`src/common/wbc_pkg.sv`:
```
// Package for the write-back buffer cache controller.
// Assumes one 10 MHz device clock and a synchronous active-high reset.
package wbc_pkg;

  // ----------------------------------------------------------------
  // Register map
  // ----------------------------------------------------------------
  localparam logic [11:0] ADDR_CTRL   = 12'h000;
  localparam logic [11:0] ADDR_STATUS = 12'h004;
  localparam logic [11:0] ADDR_ERR    = 12'h008;
  localparam logic [11:0] ADDR_LAST   = 12'h00C;
  localparam logic [11:0] ADDR_PTR    = 12'h010;

  localparam int CTRL_WCE_BIT  = 0;
  localparam int CTRL_RCE_BIT  = 1;
  localparam int CTRL_ECLR_BIT = 2;

  localparam logic RST_WCE = 1'b1;
  localparam logic RST_RCE = 1'b1;

  localparam int LBA_W = 28;
  localparam int PTR_W = 16;
  localparam int CNT_W = 8;

  // ----------------------------------------------------------------
  // Command codes
  // ----------------------------------------------------------------
  typedef enum logic [2:0] {
    CMD_READ   = 3'b000,
    CMD_WR_PIO = 3'b001,
    CMD_WR_MUL = 3'b010,
    CMD_WR_DMA = 3'b011,
    CMD_SETF   = 3'b100,
    CMD_OTHER  = 3'b101
  } wbc_cmd_e;

  typedef struct packed {
    wbc_cmd_e           op;
    logic [LBA_W-1:0]   lba;
    logic [CNT_W-1:0]   count;
    logic               feat_wce;
  } wbc_cmd_s;

  typedef struct packed {
    logic             valid;
    logic [LBA_W-1:0] lba;
    logic [CNT_W-1:0] count;
    logic             search;
  } wbc_media_s;

  typedef enum logic [2:0] {
    ST_IDLE   = 3'b000,
    ST_RDXFER = 3'b001,
    ST_WRXFER = 3'b010,
    ST_FLUSH  = 3'b011,
    ST_DONE   = 3'b100
  } wbc_state_e;

endpackage : wbc_pkg

```
`src/wbc_ctrl.sv`:
```
// Write-back buffer cache controller: partial-hit read steering and write cache.
// Assumes a host command port, a sector-granular host data port and a media
// channel that acknowledges each sector write with done or an error, with or without reallocation.
//
// Added by the designer: the register addresses and register access over APB.

module wbc_ctrl (
  input  wire logic                      i_sys_clk,
  input  wire logic                      i_srst,
  input  wire logic                      i_reset_req,
  input  wire logic                      i_cmd_valid,
  input  wire wbc_pkg::wbc_cmd_s         i_cmd,
  input  wire logic                      i_host_sector,
  input  wire logic                      i_media_done,
  input  wire logic                      i_media_err,
  input  wire logic                      i_media_realloc,
  input  wire logic                      i_psel,
  input  wire logic                      i_penable,
  input  wire logic                      i_pwrite,
  input  wire logic [11:0]               i_paddr,
  input  wire logic [31:0]               i_pwdata,
  output logic                           o_pready,
  output logic [31:0]                    o_prdata,
  output logic                           o_pslverr,
  output logic                           o_cmd_ready,
  output logic                           o_irq_ok,
  output logic                           o_irq_err,
  output logic                           o_host_xfer,
  output logic [wbc_pkg::PTR_W-1:0]      o_host_side_buffer_pointer,
  output logic [wbc_pkg::PTR_W-1:0]      o_media_side_buffer_pointer,
  output wbc_pkg::wbc_media_s            o_media_wr,
  output logic                           o_media_rd,
  output logic                           o_reset_ack
);

  // ----------------------------------------------------------------
  // State
  // ----------------------------------------------------------------
  wbc_pkg::wbc_state_e            state_q, state_d;
  wbc_pkg::wbc_cmd_s              cur_q;
  logic                           wce_q, rce_q;
  logic                           pend_q;
  logic [wbc_pkg::LBA_W-1:0]      next_lba_q;
  logic [wbc_pkg::LBA_W-1:0]      qlba_q;
  logic [wbc_pkg::CNT_W-1:0]      qcnt_q;
  logic                           queued_q;
  logic [wbc_pkg::CNT_W-1:0]      media_left_q;
  logic [wbc_pkg::CNT_W-1:0]      host_left_q;
  logic                           err_q;
  logic [wbc_pkg::LBA_W-1:0]      err_lba_q;
  logic [wbc_pkg::LBA_W-1:0]      wr_lba_q;
  logic                           cache_vld_q;
  logic [wbc_pkg::LBA_W-1:0]      cache_lba_q;
  logic [wbc_pkg::CNT_W-1:0]      cache_cnt_q;
  logic                           rst_wait_q;

  // ----------------------------------------------------------------
  // Decode
  // ----------------------------------------------------------------
  wire is_wr = (i_cmd.op == wbc_pkg::CMD_WR_PIO) || (i_cmd.op == wbc_pkg::CMD_WR_MUL)
             || (i_cmd.op == wbc_pkg::CMD_WR_DMA);
  wire is_rd = (i_cmd.op == wbc_pkg::CMD_READ);
  wire take = i_cmd_valid && (state_q == wbc_pkg::ST_IDLE) && !rst_wait_q;
  wire media_busy = pend_q;
  wire seq_wr = (i_cmd.lba == next_lba_q);
  wire [wbc_pkg::LBA_W-1:0] cache_end = cache_lba_q + {{(wbc_pkg::LBA_W-wbc_pkg::CNT_W){1'b0}},
                                                      cache_cnt_q};
  wire hit_lead = rce_q && cache_vld_q && (i_cmd.lba >= cache_lba_q) && (i_cmd.lba < cache_end);
  wire [wbc_pkg::LBA_W-1:0] hit_span = cache_end - i_cmd.lba;
  wire full_hit = hit_lead && (hit_span >= {{(wbc_pkg::LBA_W-wbc_pkg::CNT_W){1'b0}},
                                            i_cmd.count});
  wire [wbc_pkg::CNT_W-1:0] hit_n = full_hit ? i_cmd.count : hit_span[wbc_pkg::CNT_W-1:0];
  wire media_sector = i_media_done || i_media_err;
  wire media_last = media_sector && (media_left_q == 8'h01);
  wire unrec = i_media_err && !i_media_realloc;
  wire wr_ctrl = i_psel && i_penable && i_pwrite && (i_paddr == wbc_pkg::ADDR_CTRL);
  wire host_last = i_host_sector && (host_left_q == 8'h01);

  always_comb begin
    state_d = state_q;
    unique case (state_q)
      wbc_pkg::ST_IDLE:   if (take) begin
        if (err_q && !is_wr) state_d = wbc_pkg::ST_DONE;
        else if (is_wr) state_d = wbc_pkg::ST_WRXFER;
        else if (is_rd) state_d = wbc_pkg::ST_RDXFER;
        else if (pend_q) state_d = wbc_pkg::ST_FLUSH;
        else state_d = wbc_pkg::ST_DONE;
      end
      wbc_pkg::ST_RDXFER: if (host_last) state_d = wbc_pkg::ST_DONE;
      wbc_pkg::ST_WRXFER: if (host_last) state_d = (wce_q && !err_q) ? wbc_pkg::ST_DONE
                                                  : wbc_pkg::ST_FLUSH;
      wbc_pkg::ST_FLUSH:  if (!pend_q) state_d = wbc_pkg::ST_DONE;
      wbc_pkg::ST_DONE:   state_d = wbc_pkg::ST_IDLE;
    endcase
  end

  // ----------------------------------------------------------------
  // Command flow
  // ----------------------------------------------------------------
  always_ff @(posedge i_sys_clk) begin
    if (i_srst) begin
      state_q     <= wbc_pkg::ST_IDLE;
      cur_q       <= '0;
      host_left_q <= '0;
      o_irq_ok    <= 1'b0;
      o_irq_err   <= 1'b0;
      o_host_xfer <= 1'b0;
      o_media_rd  <= 1'b0;
      o_cmd_ready <= 1'b0;
      o_host_side_buffer_pointer  <= '0;
      o_media_side_buffer_pointer <= '0;
    end else begin
      state_q     <= state_d;
      o_irq_ok    <= 1'b0;
      o_irq_err   <= 1'b0;
      o_cmd_ready <= (state_d == wbc_pkg::ST_IDLE) && !rst_wait_q;
      if (take) begin
        cur_q       <= i_cmd;
        host_left_q <= i_cmd.count;
      end else if (i_host_sector && host_left_q != '0) begin
        host_left_q <= host_left_q - 8'h01;
        o_host_side_buffer_pointer <= o_host_side_buffer_pointer + 16'h0001;
      end
      if (take && is_rd && !err_q) begin
        o_host_side_buffer_pointer  <= i_cmd.lba[wbc_pkg::PTR_W-1:0];
        o_media_side_buffer_pointer <= i_cmd.lba[wbc_pkg::PTR_W-1:0]
                                       + {8'h00, hit_lead ? hit_n : 8'h00};
        o_media_rd  <= !full_hit;
        o_host_xfer <= 1'b1;
      end else if (take && is_wr) begin
        o_host_xfer <= 1'b1;
      end else if (host_last) begin
        o_host_xfer <= 1'b0;
        o_media_rd  <= 1'b0;
      end
      if (state_q == wbc_pkg::ST_DONE) begin
        if (err_q && !(is_wr_cur(cur_q.op) && !pend_q && 1'b0)) o_irq_err <= 1'b1;
        else o_irq_ok <= 1'b1;
      end
    end
  end

  function automatic logic is_wr_cur(input wbc_pkg::wbc_cmd_e op);
    is_wr_cur = (op == wbc_pkg::CMD_WR_PIO) || (op == wbc_pkg::CMD_WR_MUL)
              || (op == wbc_pkg::CMD_WR_DMA);
  endfunction : is_wr_cur

  // ----------------------------------------------------------------
  // Background media writer
  // ----------------------------------------------------------------
  // A single queued write is held while the medium is busy; chaining a
  // sequential one extends the running count and sends the channel a non-search write.
  always_ff @(posedge i_sys_clk) begin
    if (i_srst) begin
      pend_q       <= 1'b0;
      media_left_q <= '0;
      next_lba_q   <= '0;
      queued_q     <= 1'b0;
      qlba_q       <= '0;
      qcnt_q       <= '0;
      wr_lba_q     <= '0;
      o_media_wr   <= '0;
    end else begin
      o_media_wr.valid <= 1'b0;
      if (media_sector && media_left_q != '0) begin
        media_left_q    <= media_left_q - 8'h01;
        wr_lba_q        <= wr_lba_q + 28'h0000001;
        if (media_last && !queued_q) pend_q <= 1'b0;
      end
      if (media_last && queued_q) begin
        queued_q         <= 1'b0;
        media_left_q     <= qcnt_q;
        o_media_wr.valid <= 1'b1;
        o_media_wr.lba   <= qlba_q;
        wr_lba_q         <= qlba_q;
        o_media_wr.count <= qcnt_q;
        o_media_wr.search <= 1'b1;
      end
      if (take && is_wr) begin
        next_lba_q <= i_cmd.lba + {{(wbc_pkg::LBA_W-wbc_pkg::CNT_W){1'b0}}, i_cmd.count};
        if (media_busy && seq_wr && !queued_q && !media_last) begin
          media_left_q     <= media_left_q - (media_sector ? 8'h01 : 8'h00)
                              + i_cmd.count;
          // The channel must hear of the extension, or it stops after the old run.
          o_media_wr.valid  <= 1'b1;
          o_media_wr.lba    <= i_cmd.lba;
          o_media_wr.count  <= i_cmd.count;
          o_media_wr.search <= 1'b0;
        end else if (media_busy) begin
          queued_q <= 1'b1;
          qlba_q   <= i_cmd.lba;
          qcnt_q   <= i_cmd.count;
        end else begin
          pend_q            <= 1'b1;
          media_left_q      <= i_cmd.count;
          o_media_wr.valid  <= 1'b1;
          o_media_wr.lba    <= i_cmd.lba;
          wr_lba_q          <= i_cmd.lba;
          o_media_wr.count  <= i_cmd.count;
          o_media_wr.search <= 1'b1;
        end
      end
    end
  end

  // ----------------------------------------------------------------
  // Cache state, errors and reset gating
  // ----------------------------------------------------------------
  always_ff @(posedge i_sys_clk) begin
    if (i_srst) begin
      wce_q       <= wbc_pkg::RST_WCE;
      rce_q       <= wbc_pkg::RST_RCE;
      err_q       <= 1'b0;
      err_lba_q   <= '0;
      cache_vld_q <= 1'b0;
      cache_lba_q <= '0;
      cache_cnt_q <= '0;
      rst_wait_q  <= 1'b0;
      o_reset_ack <= 1'b0;
    end else begin
      o_reset_ack <= 1'b0;
      if (i_reset_req) rst_wait_q <= 1'b1;
      if (rst_wait_q && !pend_q && state_q == wbc_pkg::ST_IDLE) begin
        rst_wait_q  <= 1'b0;
        o_reset_ack <= 1'b1;
        cache_vld_q <= 1'b0;
      end
      if (take && is_wr) begin
        cache_vld_q <= 1'b1;
        if (cache_vld_q && i_cmd.lba == cache_end) begin
          cache_cnt_q <= cache_cnt_q + i_cmd.count;
        end else begin
          cache_lba_q <= i_cmd.lba;
          cache_cnt_q <= i_cmd.count;
        end
      end else if (take && !is_rd) begin
        cache_vld_q <= 1'b0;
      end
      if (take && i_cmd.op == wbc_pkg::CMD_SETF) begin
        wce_q <= i_cmd.feat_wce;
        if (!i_cmd.feat_wce) cache_vld_q <= 1'b0;
      end
      if (wr_ctrl) begin
        wce_q <= i_pwdata[wbc_pkg::CTRL_WCE_BIT];
        rce_q <= i_pwdata[wbc_pkg::CTRL_RCE_BIT];
        if (!i_pwdata[wbc_pkg::CTRL_RCE_BIT]) cache_vld_q <= 1'b0;
      end
      if (state_q == wbc_pkg::ST_DONE && err_q) begin
        err_q       <= 1'b0;
        cache_vld_q <= 1'b0;
      end
      if (wr_ctrl && i_pwdata[wbc_pkg::CTRL_ECLR_BIT]) err_q <= 1'b0;
      if (unrec && media_left_q != '0) begin
        err_q     <= 1'b1;
        err_lba_q <= wr_lba_q;
        wce_q     <= 1'b0;
      end
    end
  end

  // ----------------------------------------------------------------
  // APB slave
  // ----------------------------------------------------------------
  wire [31:0] rd_mux =
    (i_paddr == wbc_pkg::ADDR_CTRL)   ? {30'h0, rce_q, wce_q} :
    (i_paddr == wbc_pkg::ADDR_STATUS) ? {25'h0, queued_q, rst_wait_q, cache_vld_q,
                                         err_q, pend_q, state_q[1:0]} :
    (i_paddr == wbc_pkg::ADDR_ERR)    ? {4'h0, err_lba_q} :
    (i_paddr == wbc_pkg::ADDR_LAST)   ? {4'h0, next_lba_q} :
    (i_paddr == wbc_pkg::ADDR_PTR)    ? {o_media_side_buffer_pointer,
                                         o_host_side_buffer_pointer} : 32'h0;
  wire addr_ok = (i_paddr == wbc_pkg::ADDR_CTRL) || (i_paddr == wbc_pkg::ADDR_STATUS)
              || (i_paddr == wbc_pkg::ADDR_ERR) || (i_paddr == wbc_pkg::ADDR_LAST)
              || (i_paddr == wbc_pkg::ADDR_PTR);

  // Ready follows one cycle after setup, giving a fixed two-cycle transfer.
  always_ff @(posedge i_sys_clk) begin
    if (i_srst) begin
      o_pready  <= 1'b0;
      o_prdata  <= '0;
      o_pslverr <= 1'b0;
    end else begin
      o_pready  <= i_psel && !i_penable;
      o_prdata  <= rd_mux;
      o_pslverr <= i_psel && !i_penable && !addr_ok;
    end
  end

endmodule : wbc_ctrl
```
`config.mk`:
```
export PLATFORM = sky130hd
export DESIGN_NAME = wbc_ctrl
export DESIGN_NICKNAME = d
export VERILOG_FILES = /design/src/common/wbc_pkg.sv /design/src/wbc_ctrl.sv
export SDC_FILE = /design/constraint.sdc
export NUM_CORES = 1
export LEC_CHECK = 0
export BUFFER_PORTS_ARGS = -buffer_cell sky130_fd_sc_hd__buf_2
export CORE_MARGIN = 5
export CORE_UTILIZATION = 60
export CTS_CLUSTER_SIZE = 12
export DETAILED_ROUTE_END_ITERATION = 6
export HOLD_SLACK_MARGIN = 0.12
export MAX_ROUTING_LAYER = met4
export PLACE_DENSITY_LB_ADDON = 0.05
export SYNTH_ARGS = -nofsm -noshare
export SYNTH_HDL_FRONTEND = slang
export SYNTH_SLANG_ARGS = --single-unit
```
`constraint.sdc`:
```
create_clock -name i_sys_clk -period 8.85 [get_ports i_sys_clk]
set_input_delay 0.885 -clock i_sys_clk [delete_from_list [all_inputs] [get_ports i_sys_clk]]
set_output_delay 0.885 -clock i_sys_clk [all_outputs]
set_load 0.02 [all_outputs]
```
* Yosys cells after proc, flatten, opt, wreduce, memory -nomap -nowiden
Index checks and enable logic that the tools add are counted.
** Operators by class
- Reduce and logical (&&, ||, !) cells :: 75
- Magnitude comparators :: 3
- Mux-type cells :: 68
- Equality and inequality tests :: 18
- Bitwise logic cells :: 4
- Add/subtract/negate cells :: 11
** Operators with widths (count)
- 28-bit two-way mux :: 8
- 38-bit two-way mux :: 4
- 8-bit two-way mux :: 10
- 28-bit by 8-bit adder with 28-bit output :: 2
- 28-bit equality test :: 2
- 16-bit two-way mux :: 3
- 1-bit logical AND :: 35
- 1-bit two-way mux :: 31
- 28-bit by 1-bit adder with 28-bit output, second input constant :: 1
- 28-bit >= comparator :: 1
- 28-bit by 8-bit >= comparator with 1-bit output :: 1
- 28-bit less-than comparator :: 1
- 28-bit subtractor :: 1
- 3-bit two-way mux :: 9
- 12-bit by 4-bit equality test with 1-bit output, second input constant :: 2
- 16-bit by 1-bit adder with 16-bit output, second input constant :: 1
- 16-bit by 8-bit adder with 16-bit output :: 1
- 8-bit adder :: 2
- 8-bit by 1-bit equality test with 1-bit output, second input constant :: 2
- 8-bit nonzero test :: 2
- 8-bit by 1-bit subtractor with 8-bit output, second input constant :: 2
- 3-bit one-hot mux with 5 select lines :: 1
- 12-bit by 3-bit equality test with 1-bit output, second input constant :: 1
- 12-bit by 5-bit equality test with 1-bit output, second input constant :: 1
- other kinds (20) :: 55
** Storage, ports and cells
- Bits of input ports :: 95
- Logic and storage cells :: 214
- Register bits after elaboration :: 292
- Output and inout bits :: 110

* Depth between registers and ports, before layout
- Depth after elaboration :: 10
- Mapped depth :: 38
- Depth with buffers taken out :: 36

* Least setup slack after synthesis
OpenSTA, ideal clock, no wires.
- Kind :: reg-to-reg
- Start point :: register cache_lba_q[0] (netlist bit)
- End point :: register o_media_side_buffer_pointer[10] (netlist bit)
- Setup slack :: 1592 ps
- Library setup time :: 91 ps
- Data required time :: 8759 ps
- Cell stages (with the launch flop) :: 37
- Path buffers :: 2
- Arrival :: 7167 ps
- Period minus slack after synthesis :: 7258 ps
- Cells stage by stage :: dfxtp_1 ha_1 fa_1 a21oi_1 nor2_1 nor2_1 o21bai_1 a21oi_1 o21bai_1 a21oi_1 or3_1 clkbuf_1 xnor2_1 ha_1 clkbuf_1 nand4_1 or3_1 a21oi_1 nor2_1 xnor2_1 or4_4 nor4_4 nand4b_2 nor4_4 o211a_1 ha_1 inv_1 fa_1 nor2b_1 o21ai_0 a21boi_0 o21ai_0 a21boi_0 o21a_1 nor2_1 or3_1 a311oi_1
** Between the ends
- Longest elaborated chain between the ends :: 7
- Elaborated cells on any way between the ends :: 11
- Classes of those cells :: add/sub (3); order compare (3); mux (2); reduce/logical (3)
** Ends and longest elaborated chain
- start, declared :: line wbc_ctrl.sv:53 : logic [wbc_pkg::LBA_W-1:0] cache_lba_q;
- start signal, assigned :: line wbc_ctrl.sv:233 : cache_lba_q <= i_cmd.lba;
- 28-bit by 8-bit adder with 28-bit output or 28-bit >= comparator (tied branches) :: line wbc_ctrl.sv:66, wbc_ctrl.sv:68
- 28-bit subtractor, or another cell as far along :: line wbc_ctrl.sv:69 : wire [wbc_pkg::LBA_W-1:0] hit_span = cache_end - i_cmd.lba;
- 28-bit by 8-bit >= comparator with 1-bit output or 1-bit logical AND (tied branches) :: line wbc_ctrl.sv:70, wbc_ctrl.sv:68
- 1-bit logical AND :: line wbc_ctrl.sv:70 : wire full_hit = hit_lead && (hit_span >= {{(wbc_pkg::LBA_W-wbc_pkg::CNT_W){1'b0}},
- 8-bit two-way mux :: line wbc_ctrl.sv:72 : wire [wbc_pkg::CNT_W-1:0] hit_n = full_hit ? i_cmd.count : hit_span[wbc_pkg::CNT_W-1:0];
- 8-bit two-way mux (*) :: line wbc_ctrl.sv:127 : + {8'h00, hit_lead ? hit_n : 8'h00};
- 16-bit by 8-bit adder with 16-bit output (*) :: line wbc_ctrl.sv:127
- end signal, assigned :: line wbc_ctrl.sv:126 : o_media_side_buffer_pointer <= i_cmd.lba[wbc_pkg::PTR_W-1:0]
- end, declared :: line wbc_ctrl.sv:30 : output logic [wbc_pkg::PTR_W-1:0] o_media_side_buffer_pointer,
Every way passes the cells marked *; elsewhere a longest branch is shown, timed or not.
A chain may end at the register's enable or synchronous reset.

* Final worst setup path
Same ends and word-level chain as after synthesis.

==> run summary <==
The flow ran to the end, but the final reports show violations. The checks that failed: DRC. The logs give 0 for the number of antenna violations at the first check in global routing and 91370 microns for the first-pass GRT wire length. In this run, post-CTS repair resized a total of 0 instances.

205 I/O pins were placed. The standard cell with the maximum stage delay on the critical path was nor4_4. Summed over all instances, the cell type with the most area after synthesis is dfxtp_1.

The average size of a mapped cell was 7.644 sq um; the total internal power was 0.002589 W. The length of the first detailed-routing pass in iterations is 7. The path class of the tightest hold or removal check is reg2reg. After clock tree synthesis, the setup repair step added 0 buffers.

The filler cells instantiated in the layout total 2514. The final setup slack of the worst path was 0.7270 ns. The region available for standard cell placement spans 29720 sq um. The worst-case IR drop observed on VDD is 0.1585 mV. The tools report the total standard cell area after synthesis as 18100 sq um. The number of buffers added on ports is 175. The switching power as a share of total power was 0.3408; the overall fraction of global-route tracks in use was 0.3491. At the pin with the least slew margin, the transition time is 1.200 ns. Using the TritonRoute via totals, the vias-per-cell ratio works out to 6.124. Of all nets on the critical path, the largest fanout is 9. The buffer depth of the longest clock path was 3. The sequential share of power was 0.385; the relative max-transition margin was 0.1979. nand2_1 is the most common cell in the netlist.

The ratio of final minimum period to clock period came out at 0.9178. TritonCTS built the clock tree. The effective utilization at floorplan is 0.6091. In this run the horizontal extent of the chip is 183.7 microns.

At the placement stage, the worst setup path has a slack of 0.8395 ns. The total count of max-transition violations in the final report is 0. The part of the total power dissipated in the clock network came out at 0.342.

The cell count after synthesis came out at 2368. The proportion of layout cells with a drive suffix above 1 came out at 0.1067. The nature of the critical path endpoint was a flip-flop. The logs give 2856 for the count of placed standard cells in the final layout, fillers left out and 0 for the reported max-cap violation count. For the number of clock sinks, the log shows 292. Yosys attributes the largest share of cell area to dfxtp_1 (32%), ha_1 (7.9%), nand2_1 (7.6%), nor2_1 (6.4%), xnor2_1 (6.2%).

Counting distinct cell types in the post-synthesis netlist gives 79. The critical setup path kind was reg2reg. The net count after synthesis is 2584. Setup violations remaining at the end of the flow were counted as 0. Entering global routing, the biggest net connects 103 pins. For the number of core rows, the log shows 63.

The hold buffer count at CTS is 0, and the overall die area is 33740 sq um. The logs give 0 for the aggregate global routing overflow and 17490 for the via total after detailed routing. The last weighted congestion value of the routability-driven placer was 0.9761; the data arrival at the endpoint of the critical path was 8.55 ns.

In this run, synthesis inferred 0 flip-flops with an integrated enable. Dividing total power by cell area gives a power density of 195.6 nW/um^2. The worst register-to-register path has a setup slack of 0.73 ns. In this design, the stage delay of the slowest critical-path cell is 0.51 ns. The number of endpoints with negative hold slack in the final report is 0. The cell that appears most often on the critical path is nor2_1. The summed negative setup slack over all endpoints was 0 ns. The commonest cells after synthesis are nand2_1 (368), nor2_1 (307), dfxtp_1 (292).

The area share of the largest cell type after synthesis is 0.3229. The number of global-route vias before repair is 16170. STA classifies the critical path startpoint as a flip-flop.

The detail-routed net length per standard cell was 20.69 microns; the post-detailed-route count of antenna-violating nets was 0. The number of cells after detailed placement is 2799. The number of DRC violations after detailed-routing iteration 0 was 1560; the signed area change from the synthesized netlist to the final layout was 10.92%. The number of buffers created by CTS was 34. The dominant register cell in the synthesized netlist was dfxtp_1. The shortest clock period the worst path allows after layout was 8.123 ns.

The power spent charging and discharging nets is 0.001339 W, and the worst clock skew on the final layout is 0.01864 ns. For the final HPWL from detailed placement, the log shows 42900 microns. For this run, the top clock speed supported by timing is 123.1 MHz. The H-tree was split into 2 levels.

Async set or reset register ratio after synthesis: 0. Summed over all cells, the static leakage comes to 7.975 nW. The floorplan step set the die height to 183.7 microns. Setup repair after global routing left no endpoint under its margin.

In this run the clock root is driven by a clkbuf_16. The combinational fraction of design power is 0.273, and the number of design rule violations left after detail routing is 2. Summed over all layers, the routed wires come to 59100 microns. The run gives 0.3229 as the portion of the post-synthesis area used by sequential elements. The later pin in the worst-skew pair is clocked with a latency of 0.53 ns. After synthesis the netlist holds a flip-flop and latch count of 292. After the last flow step, the layout net total stands at 2661. For the worst setup path, the data required time is 9.28 ns. The logs give 0 for the antenna diode count and 0 for the total number of yosys warnings. After clock tree synthesis, the clock-pin slew on the worst setup and hold paths is 0.06 ns.
-- sequential cells by signal, indices dropped and copies added (netlist names), 3 cells and up --
| name | flops |
|---|---|
| o_media_wr | 38 |
| o_media_side_buffer_pointer | 16 |
| cache_lba_q | 28 |
| qcnt_q | 8 |
| next_lba_q | 28 |
| host_left_q | 8 |
| qlba_q | 28 |
| media_left_q | 8 |
| err_lba_q | 28 |
| o_host_side_buffer_pointer | 16 |
| wr_lba_q | 28 |
| state_q | 3 |
| cache_cnt_q | 8 |
| o_prdata | 32 |
-- cell families after synthesis --
group | synth area share
adder cells (fa/ha/maj) | 0.08613
AO/OA/AOI/OAI | 0.1844
XOR/XNOR | 0.07645
AND/OR/NAND/NOR | 0.2285
multiplexers | 0.04431
flip-flops | 0.3229
buffers and inverters | 0.05737
-- final timing paths --
path,from,to,depth (start not counted)
max reg2reg,cache_lba_q[0]$_SDFFE_PP0P_,o_media_side_buffer_pointer[10]$_SDFFE_PP0P_,35
min reg2reg,cache_lba_q[14]$_SDFFE_PP0P_,cache_lba_q[14]$_SDFFE_PP0P_,2
max,cache_lba_q[0]$_SDFFE_PP0P_,o_media_side_buffer_pointer[10]$_SDFFE_PP0P_,35
min,cache_lba_q[14]$_SDFFE_PP0P_,cache_lba_q[14]$_SDFFE_PP0P_,2
-- area by class of cell --
class	count	area [sq um]	area share
Clock buffer	49	968.4	0.04823
Timing Repair Buffer	188	982.2	0.04892
Multi-Input combinational cell	1804	11250	0.5604
Inverter	125	469.2	0.02337
Sequential cell	292	5846	0.2911
Tap cell	390	488.0	0.02430
Clock inverter	8	72.57	0.003614
-- per-layer routing --
layer | up-vias | track usage | part of all wire
met5 | - | - | 0
li1 | 8353 | - | -
met3 | 164 | 0.07202 | 0.10
met2 | 788 | 0.4985 | 0.42
met1 | 8186 | 0.4853 | 0.43
met4 | 0 | 0.1364 | 0.046
-- critical path: cells and delay by family (launching register included) --
| family | cells | cell delay [ns] |
|---|---|---|
| AO/OA/AOI/OAI | 14 | 2.63 |
| buffers and inverters | 1 | 0.05 |
| AND/OR/NAND/NOR | 14 | 3.16 |
| adder cells (fa/ha/maj) | 5 | 1.64 |
| flip-flops | 1 | 0.33 |
| XOR/XNOR | 1 | 0.19 |
-- power groups by stage --
stage               Combinational, W  Sequential, W  Clock (W)
floorplan                   0.000762        0.00153          0
global placement             0.00102        0.00153          0
detailed placement           0.00104        0.00154          0
CTS                          0.00106        0.00151    0.00135
global route                 0.00119        0.00152    0.00141
finish                       0.00107        0.00151    0.00134
-- placed cells by master, fill, tap and decap left out, types with 46 or more instances in the layout --
cell type / count
nand2_1: 366
nor2_1: 305
dfxtp_1: 292
a21oi_1: 211
buf_2: 174
xnor2_1: 129
inv_1: 124
ha_1: 115
mux2i_1: 79
o21ai_0: 54
nor3_1: 50
a211oi_1: 48
nand3_1: 46
-- per-stage QoR --
stage	power, W	instance area [sq um]	hold slack, ns	utilization
2_1_floorplan	0.002295	18100	0.4338	-
3_3_place_gp	0.002556	19040	0.4432	0.6406
3_5_place_dp	0.002581	19040	0.4463	0.6406
4_1_cts	0.003913	20080	0.4539	0.6756
5_1_grt	0.004121	20080	0.4737	0.6756
6_report	0.003928	20080	0.4561	0.6756
No activity file was read; power rests on OpenSTA's default activity.
